## config.mk

```make
export PLATFORM = sky130hd
export DESIGN_NAME = dcru_top
export DESIGN_NICKNAME = d
export VERILOG_FILES = /design/src/dcru_pkg.sv /design/src/dcru_top.sv /design/src/dcru_clk_div.sv /design/src/dcru_stable_timer.sv
export SDC_FILE = /design/constraint.sdc
export NUM_CORES = 1
export LEC_CHECK = 0
export BUFFER_PORTS_ARGS = -buffer_cell sky130_fd_sc_hd__buf_2
export CAP_MARGIN = 25
export CORE_MARGIN = 4
export CORE_UTILIZATION = 25
export CTS_BUF_LIST = sky130_fd_sc_hd__clkbuf_8
export DETAILED_ROUTE_END_ITERATION = 8
export PLACE_DENSITY = 0.4
export SKIP_LAST_GASP = 1
export SYNTH_ARGS = -nofsm -noshare
export SYNTH_HDL_FRONTEND = slang
export SYNTH_SLANG_ARGS = --single-unit
```

## constraint.sdc

```tcl
create_clock -name core_clk_i -period 6.2 [get_ports core_clk_i]
set_input_delay 1.24 -clock core_clk_i [delete_from_list [all_inputs] [get_ports core_clk_i]]
set_output_delay 1.24 -clock core_clk_i [all_outputs]
set_load 0.02 [all_outputs]
```

## src/dcru_pkg.sv

```systemverilog
// dcru_pkg: constants of the dual clock and reset unit (register map, fields, timing)
// assumes a single 10 MHz core clock; used by dcru_top only
package dcru_pkg;

   // core clock
   localparam int CORE_CLK_HZ = 10_000_000;

   // apb register map, byte addresses of aligned 32-bit words
   localparam int ADDR_W = 8;
   localparam logic [ADDR_W-1:0] OFS_CLOCK_RESET_CONTROL = 8'h00;
   localparam logic [ADDR_W-1:0] OFS_SLOW_CLOCK_DIVISOR = 8'h04;
   localparam logic [ADDR_W-1:0] OFS_AUX_SLOW_CLOCK_DIVISORS = 8'h08;
   localparam logic [ADDR_W-1:0] OFS_IRQ_STATUS = 8'h0c;
   localparam logic [ADDR_W-1:0] OFS_IRQ_MASK = 8'h10;
   localparam logic [ADDR_W-1:0] OFS_UNIT_STATUS = 8'h14;

   // clock_reset_control fields
   localparam int CTRL_SLOW_SEL_BIT = 0;
   localparam int CTRL_POWER_UP_BIT = 1;
   localparam logic CTRL_SLOW_SEL_RST = 1'b0;
   localparam logic CTRL_POWER_UP_RST = 1'b1;

   // divisor registers
   localparam logic [7:0] SLOW_DIV_RST = 8'hff;
   localparam logic [7:0] AUX_DIV_RST = 8'h00;
   localparam int AUX_FIRST_LSB = 0;
   localparam int AUX_SECOND_LSB = 4;
   localparam int AUX_W = 4;

   // interrupt event bits
   localparam int IRQ_W = 3;
   localparam int IRQ_MAIN_GOOD = 0;
   localparam int IRQ_SLOW_GOOD = 1;
   localparam int IRQ_SEL_REFUSED = 2;

   // unit status bits
   localparam int ST_MAIN_GOOD = 0;
   localparam int ST_SLOW_GOOD = 1;
   localparam int ST_SLOW_ALIVE = 2;
   localparam int ST_SLOW_FROM_OSC = 3;
   localparam int ST_SYS_RUN = 4;

   // start-up timers
   localparam int MAIN_TMR_W = 14;
   localparam logic [13:0] MAIN_TMR_PRESET = 14'h3fff;
   localparam int SLOW_TMR_W = 6;
   localparam logic [5:0] SLOW_TMR_PRESET = 6'h3f;
   // main timer steps once per two core cycles: 16383 steps span 32766 cycles
   localparam int MAIN_TMR_STEP_DIV = 2;

   // slow oscillator toggle watchdog: two periods of 32.768 kHz, longest time rounds down
   localparam int SLOW_TOGGLE_TIMEOUT_NS = 61035;
   localparam int SLOW_TOGGLE_TIMEOUT_CYC = (SLOW_TOGGLE_TIMEOUT_NS / 100 > 1) ?
                                            SLOW_TOGGLE_TIMEOUT_NS / 100 : 1;
   localparam int WDOG_W = 10;

endpackage : dcru_pkg

```

## src/dcru_top.sv

```systemverilog
// dcru_top: dual clock and reset unit with apb register access
// assumes core_clk_i is the running main clock; halt requests come from same-clock logic
//
// Functional notes
// [RL1] main halt request stops main oscillator and holds 14-bit timer at 3fff
// [RL2] main halt release restarts oscillator; timer counts to zero, then main good
// [RL3] main good comes 32768 main clock cycles after restart; the timer gives 32766 (16383 steps of two cycles from 3fff)
// [RL4] slow halt request disables slow oscillator and holds 6-bit timer at 3f
// [RL5] slow halt release starts oscillator; timer counts to zero, then slow good
// [RL6] slow clock from fixed divide-by-2 and 8-bit divisor, divisors 2 to 512
// [RL7] prescaled source divides main clock by (slow divisor field + 1) * 2
// [RL8] slow clock divisor register resets to ff
// [RL9] software keeps the slow clock at or below 100 kHz
// [RL10] after reset the prescaled main clock is the slow clock
// [RL11] oscillator source used only while that oscillator is seen toggling
// [RL12] control bit 0 selects oscillator when 1, prescaler when 0, resets 0
// [RL13] control byte: bit 0 select, bit 1 power-up flag, bits 7..2 reserved
// [RL14] power-up presets 14-bit timer; internal reset released at zero unless pin low
// [RL15] hardware sets power-up flag; software writing 0 clears it, writing 1 ignored
// [RL16] low external reset pin holds internal reset until pin goes high
// [RL17] aux divisors reset 00; each nibble divides main clock by value plus 1
// [RL18] each stable indication drops at once on halt request, until timer reaches zero
// [RL19] external-pin reset leaves the power-up flag unchanged
`timescale 1ns/1ps
module dcru_top #(
   parameter logic [13:0] MAIN_PRESET = dcru_pkg::MAIN_TMR_PRESET
) (
   // clock and power-on reset
   input wire logic core_clk_i,
   input wire logic rstn_i,
   // apb slave
   input wire logic psel_i,
   input wire logic penable_i,
   input wire logic pwrite_i,
   input wire logic [dcru_pkg::ADDR_W-1:0] paddr_i,
   input wire logic [31:0] pwdata_i,
   output logic [31:0] prdata_o,
   output logic pready_o,
   output logic pslverr_o,
   // power management requests
   input wire logic stop_main_osc_i,
   input wire logic stop_slow_osc_i,
   // pins
   input wire logic ext_rst_n_i,
   input wire logic slow_osc_i,
   // oscillator enables and stable indications
   output logic main_osc_en_o,
   output logic slow_osc_en_o,
   output logic main_good_o,
   output logic slow_good_o,
   // derived clocks and reset
   output logic slow_clk_o,
   output logic aux_first_en_o,
   output logic aux_second_en_o,
   output logic sys_rst_n_o,
   // interrupt
   output logic irq_o
);

   // pin synchronisers
   logic ext_rst_meta_ff;
   logic ext_rst_sync_ff;
   logic slow_meta_ff;
   logic slow_sync_ff;
   logic slow_prev_ff;

   // registers
   logic slow_sel_ff;
   logic power_up_ff;
   logic [7:0] slow_div_ff;
   logic [7:0] aux_div_ff;
   logic [dcru_pkg::IRQ_W-1:0] irq_stat_ff;
   logic [dcru_pkg::IRQ_W-1:0] irq_mask_ff;
   logic irq_ff;

   // apb answer
   logic [31:0] prdata_ff;
   logic pready_ff;
   logic pslverr_ff;

   // oscillator control and status
   logic main_osc_en_ff;
   logic slow_osc_en_ff;
   logic main_step_ff;
   logic main_good_prev_ff;
   logic slow_good_prev_ff;
   logic [dcru_pkg::WDOG_W-1:0] wdog_ff;
   logic slow_alive_ff;
   logic slow_clk_ff;
   logic prescale_half_ff;
   logic sys_rst_n_ff;

   // submodule outputs and the slow source choice
   logic main_good;
   logic slow_good;
   logic por_done;
   logic prescale_tick;
   logic aux_first_tick;
   logic aux_second_tick;
   logic slow_from_osc;

   // soft reset: power-on or synchronised external pin
   wire soft_rstn = rstn_i & ext_rst_sync_ff;

   // pin inputs pass two flip-flops before any logic reads them
   always_ff @(posedge core_clk_i) begin
      if (!rstn_i) begin
         ext_rst_meta_ff <= 1'b0;
         ext_rst_sync_ff <= 1'b0;
         slow_meta_ff <= 1'b0;
         slow_sync_ff <= 1'b0;
         slow_prev_ff <= 1'b0;
      end else begin
         ext_rst_meta_ff <= ext_rst_n_i;
         ext_rst_sync_ff <= ext_rst_meta_ff;
         slow_meta_ff <= slow_osc_i;
         slow_sync_ff <= slow_meta_ff;
         slow_prev_ff <= slow_sync_ff;
      end
   end

   // rising edge of the slow oscillator, seen only after the second stage
   wire slow_rise = slow_sync_ff & ~slow_prev_ff;

   // apb decode
   wire apb_setup = psel_i & ~penable_i;
   wire apb_done = psel_i & penable_i & pready_ff;
   wire apb_wr = apb_done & pwrite_i;
   wire hit_ctrl = (paddr_i == dcru_pkg::OFS_CLOCK_RESET_CONTROL);
   wire hit_sdiv = (paddr_i == dcru_pkg::OFS_SLOW_CLOCK_DIVISOR);
   wire hit_adiv = (paddr_i == dcru_pkg::OFS_AUX_SLOW_CLOCK_DIVISORS);
   wire hit_istat = (paddr_i == dcru_pkg::OFS_IRQ_STATUS);
   wire hit_imask = (paddr_i == dcru_pkg::OFS_IRQ_MASK);
   wire hit_ustat = (paddr_i == dcru_pkg::OFS_UNIT_STATUS);
   wire hit_any = hit_ctrl | hit_sdiv | hit_adiv | hit_istat | hit_imask | hit_ustat;

   // read data multiplexer; reserved and unmapped bits read as zero
   wire [7:0] ctrl_rd = {6'h00, power_up_ff, slow_sel_ff}; // [RL13]
   wire [7:0] ustat_rd = {3'h0, sys_rst_n_ff, slow_from_osc, slow_alive_ff,
                          slow_good, main_good};
   wire [31:0] rd_mux = hit_ctrl ? {24'h000000, ctrl_rd} :
                        hit_sdiv ? {24'h000000, slow_div_ff} :
                        hit_adiv ? {24'h000000, aux_div_ff} :
                        hit_istat ? {29'h00000000, irq_stat_ff} :
                        hit_imask ? {29'h00000000, irq_mask_ff} :
                        hit_ustat ? {24'h000000, ustat_rd} : 32'h00000000;

   // apb answer: pready rises in the second access cycle, data held with it
   always_ff @(posedge core_clk_i) begin
      if (!rstn_i) begin
         pready_ff <= 1'b0;
         pslverr_ff <= 1'b0;
         prdata_ff <= 32'h00000000;
      end else begin
         pready_ff <= psel_i & penable_i & ~pready_ff;
         pslverr_ff <= psel_i & penable_i & ~pready_ff & ~hit_any;
         if (apb_setup && !pwrite_i) begin
            prdata_ff <= rd_mux;
         end
      end
   end

   // slow select and divisors; the external pin resets them too
   always_ff @(posedge core_clk_i) begin
      if (!soft_rstn) begin
         slow_sel_ff <= dcru_pkg::CTRL_SLOW_SEL_RST; // [RL10] [RL12]
         slow_div_ff <= dcru_pkg::SLOW_DIV_RST; // [RL8]
         aux_div_ff <= dcru_pkg::AUX_DIV_RST; // [RL17]
         irq_mask_ff <= '0;
      end else if (apb_wr) begin
         if (hit_ctrl) begin
            slow_sel_ff <= pwdata_i[dcru_pkg::CTRL_SLOW_SEL_BIT]; // [RL12]
         end
         if (hit_sdiv) begin
            slow_div_ff <= pwdata_i[7:0];
         end
         if (hit_adiv) begin
            aux_div_ff <= pwdata_i[7:0];
         end
         if (hit_imask) begin
            irq_mask_ff <= pwdata_i[dcru_pkg::IRQ_W-1:0];
         end
      end
   end

   // power-up flag: only power-on reset sets it, so a pin reset keeps it
   wire pu_clear = apb_wr & hit_ctrl & ~pwdata_i[dcru_pkg::CTRL_POWER_UP_BIT];
   always_ff @(posedge core_clk_i) begin
      if (!rstn_i) begin
         power_up_ff <= dcru_pkg::CTRL_POWER_UP_RST; // [RL15] [RL19]
      end else if (pu_clear) begin
         power_up_ff <= 1'b0; // writing 1 never sets it [RL15]
      end
   end

   // oscillator enables follow the halt requests one cycle later
   always_ff @(posedge core_clk_i) begin
      if (!rstn_i) begin
         main_osc_en_ff <= 1'b1;
         slow_osc_en_ff <= 1'b1;
      end else begin
         main_osc_en_ff <= ~stop_main_osc_i; // [RL1] [RL2]
         slow_osc_en_ff <= ~stop_slow_osc_i; // [RL4] [RL5]
      end
   end

   // half-rate step: 16383 timer steps cover 32766 main cycles
   always_ff @(posedge core_clk_i) begin
      if (!rstn_i || stop_main_osc_i) begin
         main_step_ff <= 1'b0;
      end else begin
         main_step_ff <= ~main_step_ff; // [RL3]
      end
   end

   // main start-up timer: preset while halted, done drops on the request
   dcru_stable_timer #(
      .W(dcru_pkg::MAIN_TMR_W),
      .PRESET(MAIN_PRESET)
   ) u_main_tmr (
      .core_clk_i(core_clk_i),
      .rstn_i(rstn_i),
      .hold_i(stop_main_osc_i), // [RL1] [RL18]
      .step_i(main_step_ff), // [RL2] [RL3]
      .done_o(main_good)
   );

   // slow start-up timer steps on each oscillator rising edge
   dcru_stable_timer #(
      .W(dcru_pkg::SLOW_TMR_W),
      .PRESET(dcru_pkg::SLOW_TMR_PRESET)
   ) u_slow_tmr (
      .core_clk_i(core_clk_i),
      .rstn_i(rstn_i),
      .hold_i(stop_slow_osc_i), // [RL4] [RL18]
      .step_i(slow_rise), // [RL5]
      .done_o(slow_good)
   );

   // power-on timer: preset by power-on reset, counts as soon as clock runs
   dcru_stable_timer #(
      .W(dcru_pkg::MAIN_TMR_W),
      .PRESET(MAIN_PRESET)
   ) u_por_tmr (
      .core_clk_i(core_clk_i),
      .rstn_i(rstn_i),
      .hold_i(1'b0),
      .step_i(main_step_ff), // [RL14]
      .done_o(por_done)
   );

   // internal reset released only when both the timer and the pin allow it
   always_ff @(posedge core_clk_i) begin
      if (!rstn_i) begin
         sys_rst_n_ff <= 1'b0;
      end else begin
         sys_rst_n_ff <= por_done & ext_rst_sync_ff; // [RL14] [RL16]
      end
   end

   // toggle watchdog: a stuck oscillator still counted as stable must not feed the slow clock
   wire wdog_expired = (wdog_ff == dcru_pkg::WDOG_W'(dcru_pkg::SLOW_TOGGLE_TIMEOUT_CYC));
   always_ff @(posedge core_clk_i) begin
      if (!rstn_i || slow_rise) begin
         wdog_ff <= '0;
      end else if (!wdog_expired) begin
         wdog_ff <= wdog_ff + 1'b1;
      end
   end

   // alive means stable and still toggling
   always_ff @(posedge core_clk_i) begin
      if (!rstn_i) begin
         slow_alive_ff <= 1'b0;
      end else begin
         slow_alive_ff <= slow_good & ~wdog_expired & slow_osc_en_ff; // [RL11]
      end
   end

   // source choice: oscillator only when selected and alive, prescaler otherwise
   assign slow_from_osc = slow_sel_ff & slow_alive_ff; // [RL11] [RL12]

   // prescaler runs only while it is the slow source; it stops otherwise to save power
   dcru_clk_div #(
      .W(8)
   ) u_slow_div (
      .core_clk_i(core_clk_i),
      .rstn_i(soft_rstn),
      .en_i(~slow_from_osc), // [RL11]
      .div_i(slow_div_ff), // [RL6] [RL7]
      .tick_o(prescale_tick)
   );

   // fixed divide-by-2 stage: period (div + 1) * 2, range 2 to 512
   always_ff @(posedge core_clk_i) begin
      if (!soft_rstn) begin
         prescale_half_ff <= 1'b0;
      end else if (prescale_tick) begin
         prescale_half_ff <= ~prescale_half_ff; // [RL6] [RL7]
      end
   end

   // slow clock output; the 100 kHz ceiling is left to software
   always_ff @(posedge core_clk_i) begin
      if (!soft_rstn) begin
         slow_clk_ff <= 1'b0;
      end else begin
         slow_clk_ff <= slow_from_osc ? slow_sync_ff : prescale_half_ff; // [RL10] [RL9]
      end
   end

   // auxiliary slow clocks: one-cycle enables every (nibble + 1) main cycles
   dcru_clk_div #(
      .W(dcru_pkg::AUX_W)
   ) u_aux_first (
      .core_clk_i(core_clk_i),
      .rstn_i(soft_rstn),
      .en_i(1'b1),
      .div_i(aux_div_ff[dcru_pkg::AUX_FIRST_LSB +: dcru_pkg::AUX_W]), // [RL17]
      .tick_o(aux_first_tick)
   );

   dcru_clk_div #(
      .W(dcru_pkg::AUX_W)
   ) u_aux_second (
      .core_clk_i(core_clk_i),
      .rstn_i(soft_rstn),
      .en_i(1'b1),
      .div_i(aux_div_ff[dcru_pkg::AUX_SECOND_LSB +: dcru_pkg::AUX_W]), // [RL17]
      .tick_o(aux_second_tick)
   );

   // interrupt events: stable rises and a refused oscillator selection
   wire sel_refused = apb_wr & hit_ctrl & pwdata_i[dcru_pkg::CTRL_SLOW_SEL_BIT] &
                      ~slow_alive_ff;
   wire [dcru_pkg::IRQ_W-1:0] irq_evt = {sel_refused,
                                         slow_good & ~slow_good_prev_ff,
                                         main_good & ~main_good_prev_ff};
   wire [dcru_pkg::IRQ_W-1:0] irq_w1c = (apb_wr & hit_istat) ?
                                        pwdata_i[dcru_pkg::IRQ_W-1:0] : '0;

   // sticky status, write one to clear; an event in the clear cycle wins
   always_ff @(posedge core_clk_i) begin
      if (!rstn_i) begin
         main_good_prev_ff <= 1'b0;
         slow_good_prev_ff <= 1'b0;
         irq_stat_ff <= '0;
         irq_ff <= 1'b0;
      end else begin
         main_good_prev_ff <= main_good;
         slow_good_prev_ff <= slow_good;
         irq_stat_ff <= (irq_stat_ff & ~irq_w1c) | irq_evt;
         irq_ff <= |(((irq_stat_ff & ~irq_w1c) | irq_evt) & irq_mask_ff);
      end
   end

   // outputs
   assign prdata_o = prdata_ff;
   assign pready_o = pready_ff;
   assign pslverr_o = pslverr_ff;
   assign main_osc_en_o = main_osc_en_ff;
   assign slow_osc_en_o = slow_osc_en_ff;
   assign main_good_o = main_good;
   assign slow_good_o = slow_good;
   assign slow_clk_o = slow_clk_ff;
   assign aux_first_en_o = aux_first_tick;
   assign aux_second_en_o = aux_second_tick;
   assign sys_rst_n_o = sys_rst_n_ff;
   assign irq_o = irq_ff;

endmodule : dcru_top

```

## src/dcru_clk_div.sv

```systemverilog
// dcru_clk_div: programmable divider giving a one-cycle enable every (div_i + 1) cycles
// assumes div_i is stable from the same clock; synchronous active-low reset
`timescale 1ns/1ps
module dcru_clk_div #(
   parameter int W = 8
) (
   // clock and reset
   input wire logic core_clk_i,
   input wire logic rstn_i,
   // control
   input wire logic en_i,
   input wire logic [W-1:0] div_i,
   // enable pulse
   output logic tick_o
);

   logic [W-1:0] cnt_ff;
   logic tick_ff;
   wire wrap = (cnt_ff >= div_i);

   // counter restarts when disabled so a new divisor takes effect cleanly
   always_ff @(posedge core_clk_i) begin
      if (!rstn_i || !en_i) begin
         cnt_ff <= '0;
         tick_ff <= 1'b0;
      end else begin
         cnt_ff <= wrap ? '0 : cnt_ff + 1'b1;
         tick_ff <= wrap;
      end
   end

   assign tick_o = tick_ff;

endmodule : dcru_clk_div

```

## src/dcru_stable_timer.sv

```systemverilog
// dcru_stable_timer: preset down-counter that stops at zero and flags done
// assumes hold_i and step_i come from the same clock; synchronous active-low reset
`timescale 1ns/1ps
module dcru_stable_timer #(
   parameter int W = 14,
   parameter logic [W-1:0] PRESET = '1
) (
   // clock and reset
   input wire logic core_clk_i,
   input wire logic rstn_i,
   // control
   input wire logic hold_i,
   input wire logic step_i,
   // state
   output logic done_o
);

   logic [W-1:0] cnt_ff;
   logic done_ff;
   logic [W-1:0] nxt_cnt;

   // counts down on each step, never below zero
   assign nxt_cnt = (step_i && cnt_ff != '0) ? cnt_ff - 1'b1 : cnt_ff;

   // hold keeps the preset loaded and done low
   always_ff @(posedge core_clk_i) begin
      if (!rstn_i || hold_i) begin
         cnt_ff <= PRESET;
         done_ff <= 1'b0;
      end else begin
         cnt_ff <= nxt_cnt;
         done_ff <= (nxt_cnt == '0);
      end
   end

   assign done_o = done_ff;

endmodule : dcru_stable_timer

```

Yosys cells after proc, flatten, opt, wreduce, memory -nomap -nowiden
Cells that the tools add are included.
{ "word_totals": {"regBits": 139, "in_bits": 49, "out_inout_bits": 43, "word_cells": 132} }
{ "op_classes": {"add_sub_neg": 7, "magnitude_cmp": 3, "eq_ne": 6, "n_mux": 11, "n_bitwise": 42, "n_reduce_logical": 26} }
{ "op_table": {"columns": ["op", "n"], "rows": [
  ["$logic_not 14->1", 2],
  ["$mux 14", 2],
  ["$reduce_bool 14->1", 2],
  ["$sub 14x1->14 const B", 2],
  ["$mux 8", 3],
  ["$and 1x1->1", 19],
  ["$eq 8x4->1 const B", 2],
  ["$eq 8x5->1 const B", 2],
  ["$mux 5", 3],
  ["$not 1->1", 14],
  ["$add 10x1->10 const B", 1],
  ["$eq 10x10->1 const B", 1],
  ["$add 4x1->4 const B", 2],
  ["$add 8x1->8 const B", 1],
  ["$eq 8x3->1 const B", 1],
  ["$ge 4x4->1", 2],
  ["$ge 8x8->1", 1],
  ["$logic_not 8->1", 1],
  ["$reduce_and 2->1", 4],
  ["$and 3x3->3", 2],
  ["$logic_not 6->1", 1],
  ["$mux 6", 1],
  ["$reduce_bool 6->1", 1],
  ["$reduce_or 2->1", 3],
  ["10 further kinds", 22]
]} }

Depth between registers and ports, before layout
{ "logic_depth": {"word_depth": 10, "ltp_mapped": 8} }

By module
A second synthesis with hierarchy kept.
{ "unflattened": {"hier_cells": 695, "area_unflattened_um2": 6058.3} }
{ "modules_own_cells": {"columns": ["mod", "n_inst", "cells_each", "area_each_um2"], "rows": [
  ["dcru_top", 1, 314, 2735.1],
  ["dcru_stable_timer (u_main_tmr ...)", 2, 111, 920.9],
  ["dcru_clk_div (u_slow_div)", 1, 61, 569.3],
  ["dcru_clk_div (u_aux_first ...)", 2, 28, 267.8],
  ["dcru_stable_timer (u_slow_tmr)", 1, 42, 376.6]
]} }

Worst setup path after synthesis
Ideal clock, no wire load.
{ "synth_timing": {"path_type": "in2reg", "start": "input paddr_i[0] (netlist name)", "end": "register irq_ff (netlist: irq_o)", "setup_ns": 0.122, "arrival_ns": 2.728, "required_time_ns": 6.078, "slack_ns": 3.350, "stages": 6, "n_path_buf": 0, "path_cell_list": "or4_1 > nor3_2 > nand4_1 > a21oi_1 > nor2b_1 > a221o_1"} }
{ "synth_via": {"elab_chain_len": 8, "word_cells_on_any_way": 12, "classes_between": "eq/ne: 1; mux: 1; bitwise: 8; reduce/logical: 2"} }
{ "synth_rtl": {"columns": ["element", "line_no", "text"], "rows": [
  ["start: declaration", "dcru_top.sv:35", "input wire logic [dcru_pkg::ADDR_W-1:0] paddr_i,"],
  ["$eq 8x4->1", "dcru_top.sv:132", "wire hit_istat = (paddr_i == dcru_pkg::OFS_IRQ_STATUS);"],
  ["$and 1x1->1", "dcru_top.sv:339", "wire [dcru_pkg::IRQ_W-1:0] irq_w1c = (apb_wr & hit_istat) ?"],
  ["$mux 3", "dcru_top.sv:339", null],
  ["$not 3->3", "dcru_top.sv:353", "irq_ff <= |(((irq_stat_ff & ~irq_w1c) | irq_evt) & irq_mask_ff);"],
  ["$and 3x3->3", "dcru_top.sv:353", null],
  ["$or 3x3->3 *", "dcru_top.sv:353", null],
  ["$and 3x3->3 *", "dcru_top.sv:353", null],
  ["$reduce_or 3->1 *", "dcru_top.sv:353", null],
  ["end signal: assignment", "dcru_top.sv:353", null],
  ["end: declaration", "dcru_top.sv:74", "logic irq_ff;"]
]} }
Mark *: on every way between the ends. The rest lies on a longest branch, timed or not.
A chain may end at the register's enable or synchronous reset.

Worst setup path after layout
{ "layout_timing": {"start": "input paddr_i[0] (netlist name)", "end": "register slow_div_ff[0]"} }
{ "layout_via": {"elab_chain_len": 2} }
{ "layout_rtl": {"columns": ["element", "line_no", "text"], "rows": [
  ["$eq 8x3->1", "dcru_top.sv:130", "wire hit_sdiv = (paddr_i == dcru_pkg::OFS_SLOW_CLOCK_DIVISOR);"],
  ["$reduce_and 2->1 (no line)", null, null],
  ["end signal: assignment", "dcru_top.sv:167", "slow_div_ff <= dcru_pkg::SLOW_DIV_RST;"],
  ["end signal: assignment", "dcru_top.sv:175", "slow_div_ff <= pwdata_i[7:0];"],
  ["end: declaration", "dcru_top.sv:70", "logic [7:0] slow_div_ff;"]
]} }
Every way passes these cells.

==> flow_metrics.env <==
export IMPL_grt_max_degree=48
export IMPL_cts_sinks=115
export IMPL_fp_row_count=54
export IMPL_p_comb_share_pct=5.2
export IMPL_gr_total_overflow=0
export IMPL_htreeDepth=4
export IMPL_post_dp_hpwl_um=9620
export IMPL_max_cap_violations=0
export IMPL_first_pass_iters=4
export IMPL_yosys_warnings=0
export IMPL_syn_instance_count=644
export IMPL_ctsHoldBuffers=0
export IMPL_crit_required_ps=6540
export IMPL_layout_cells_non_filler=973
export IMPL_clock_latency_ps=420
export IMPL_hold_viol=0
export IMPL_drtAntennaViolNets=0
export IMPL_die_area_um2=24700
export IMPL_intPower_mw=1.10
export IMPL_coreArea_um2=21800
export IMPL_grt_usage_pct=11.1
export IMPL_yosysSeqAreaShare_pct=41.4
export IMPL_clkPwrFrac_pct=42.8
export IMPL_status="finished clean"
export IMPL_synth_flop_cell="dfxtp_1"
export IMPL_cts_root_buf="clkbuf_8"
export IMPL_area_growth_syn_to_layout_pct=13.1
export IMPL_place_congestion=0.792
export IMPL_crit_path_max_incr_delay_ps=550
export IMPL_r2r_start="u_main_tmr.cnt_ff[0]"
export IMPL_setup_viol=0
export IMPL_numCtsBuffers=17
export IMPL_seqPwrFrac_pct=52.0
export IMPL_grt_setup_unrepaired="no"
export IMPL_io_pins=92
export IMPL_cp_arrival_ps=3220
export IMPL_critPathKind="in2reg"
export IMPL_place_inst=945
export IMPL_max_freq_mhz=347
export IMPL_die_w_um=157
export IMPL_insertedDiodeCount=0
export IMPL_start_util_pct=25.5
export IMPL_cp_start_kind="primary input"
export IMPL_slew_limit_headroom_pct=34.5
export IMPL_leakage_nw=2.48
export IMPL_vdd_drop_max_v=0.000107
export IMPL_tightest_slew_ps=977
export IMPL_cts_setup_buffers=0
export IMPL_synth_edf_count=0
export IMPL_final_nets=758
export IMPL_yosysUniqueCellTypes=66
export IMPL_post_drt_wl_per_cell_um=13.5
export IMPL_hold_path_startpoint="slow_meta_ff"
export IMPL_r2r_slack_ps=3690
export IMPL_clk_pin_slew_ps=60
export IMPL_reg2reg_depth=7
export IMPL_cp_buffers_inverters=2
export IMPL_holdPathEnd="slow_sync_ff"
export IMPL_async_reset_ff_share_pct=0
export IMPL_drtIter0Drc=142
export IMPL_r2r_end="u_main_tmr.done_o"
export IMPL_syn_area_um2=5560
export IMPL_drive_gt1_share_pct=13.0
export IMPL_cts_max_path_buffers=2
export IMPL_crit_path_max_fanout=16
export IMPL_worst_path_max_delay_cell="or4_1"
export IMPL_drt_wl_total_um=13200
export IMPL_holdPathStages=1
export IMPL_clock_skew_ps=10.4
export IMPL_via_count=4370
export IMPL_final_min_clock_period_ps=2880
export IMPL_die_h_um=157
export IMPL_cp_cell_sequence="buf_2, or4_1, nor3_2, buf_6, and3_1, nand2_1, o211ai_1"
export IMPL_cts_tree="done"
export IMPL_grt_pass1_wl_um=21900
export IMPL_power_switching_uw=346
export IMPL_placement_io_buffers=43
export IMPL_vias_per_cell=4.49
export IMPL_setup_tns_ps=0
export IMPL_swShare_pct=23.9
export IMPL_p_per_area_nw_per_um2=230
export IMPL_antenna_found_initial=0
export IMPL_cts_resized=0
export IMPL_drc=0
export IMPL_grt_pass1_vias=4416
export IMPL_crit_family="simple AND/OR/NAND/NOR gates"
export IMPL_fin_crit_sh_pct=46.4
export IMPL_worstHoldPathType="reg2reg"
export IMPL_drv_slew=0
export IMPL_worst_setup_path_end_kind="flop"
export IMPL_synth_seq_cells=115
export IMPL_syn_area_per_cell_um2=8.63
==> synth_stat cells (all sizes together) (2+ instances only) <==
master	n	share of area, %
a21o	6	0.81
a21oi	32	2.9
dfxtp	115	41
clkbuf	16	1.1
a21boi	3	0.41
nand4	10	1.1
a32oi	3	0.47
o22ai	4	0.45
or4	4	0.68
and2	17	1.9
o21a	3	0.41
nand3	34	3.1
mux2i	6	1.1
ha	25	5.6
and3	11	1.2
a211oi	3	0.50
nor2	50	3.4
nor4	12	1.5
nand4b	2	0.32
inv	31	2.1
and4b	2	0.36
xor2	17	2.7
or2	5	0.56
xnor2	28	4.4
a22oi	5	0.68
o211ai	10	1.4
nor2b	12	1.4
nor3b	3	0.61
or3	3	0.43
nor3	16	1.8
or4b	2	0.36
a31oi	6	0.68
nand2	78	5.3
nor4b	3	0.59
buf	32	4.2
nand2b	8	0.90
o31ai	2	0.27
nand3b	2	0.27
o21ai	12	1.1
==> layer usage <==
layer,routed length [µm],vias up,global-route usage [%]
met1,6410,2056,14.3
met3,474,9,3.27
met5,0,-,0
met4,102,0,2.70
met2,6190,53,18.4
li1,-,2252,-
==> area by class of cell <==
| type | count | area (µm²) |
|---|---|---|
| flip-flops and latches | 115 | 2300 |
| clock buffers | 20 | 275 |
| fillers | 2340 | 15500 |
| well taps | 280 | 350 |
| inverters | 31 | 116 |
| repair buffers | 46 | 241 |
| multi-input cells | 473 | 2930 |
| clock inverters | 8 | 63.8 |
==> cells in the final DEF (no fill, tap or decap), types with 20 or more instances in the layout <==
cell type  instances
nand2_1           78
buf_2             43
conb_1            24
clkbuf_8          20
nor2_1            49
ha_1              25
nand3_1           34
dfxtp_1          115
a21oi_1           32
xnor2_1           28
inv_1             32
==> worst max path at each step <==
| stage | startpoint | end | cells after the start |
|---|---|---|---|
| after global routing | rstn_i | u_slow_div.cnt_ff[6] | 7 |
| after CTS | rstn_i | u_slow_div.cnt_ff[1] | 7 |
| after floorplan | paddr_i[0] | irq_o | 6 |
| after detailed placement | rstn_i | u_slow_div.cnt_ff[5] | 7 |
| final | paddr_i[0] | slow_div_ff[0] | 7 |
| after global placement | paddr_i[0] | aux_div_ff[7] | 6 |
==> flip-flops by register name, indices dropped and copies added, names as in the netlist, 3 cells and up <==
register,count
aux_div_ff,8
irq_mask_ff,3
irq_stat_ff,3
prdata_o,8
slow_div_ff,8
u_aux_first.cnt_ff,4
u_aux_second.cnt_ff,4
u_main_tmr.cnt_ff,14
u_por_tmr.cnt_ff,14
u_slow_div.cnt_ff,8
u_slow_tmr.cnt_ff,6
wdog_ff,10
==> kinds of logic after synthesis <==
kind of cell	count (synthesis)	synth area share (%)
AOI/OAI and AO/OA	96	11.1
muxes	7	1.28
adders and majority gates	25	5.63
and+or+nand+nor	276	26.0
DFF	115	41.4
buffers and inverters	79	7.34
xor gates and xnor gates	45	7.09
other	1	0.0675
==> per-stage QoR <==
stage | area, µm² | hold WS [ps] | utilization, % | power [mW] | worst slack, ps
global placement | 5930 | 416 | 27.2 | 0.843 | 2420
detailed placement | 5940 | 420 | 27.2 | 0.844 | 2780
CTS | 6280 | 433 | 28.8 | 1.48 | 3240
floorplan | 5640 | 412 | - | 0.830 | 3350
global route | 6280 | 466 | 28.8 | 1.52 | 3080
finish | 6280 | 427 | 28.8 | 1.45 | 3320
==> power groups by stage <==
stage | combinational (mW) | sequential (mW) | clock (mW)
2_1_floorplan | 0.0622 | 0.768 | 0
3_3_place_gp | 0.0750 | 0.768 | 0
3_5_place_dp | 0.0762 | 0.768 | 0
4_1_cts | 0.0763 | 0.752 | 0.649
5_1_grt | 0.0852 | 0.753 | 0.681
6_report | 0.0755 | 0.752 | 0.619
==> worst reg2reg max path, cell delays in order (launching register included) <==
cell      delay (ps)
dfxtp_1          440
inv_1             70
ha_1             260
nor3b_4          210
a31oi_1          720
a21boi_0         290
o22ai_1          130
nor4_2           290
(Power assumes the default switching activity.)
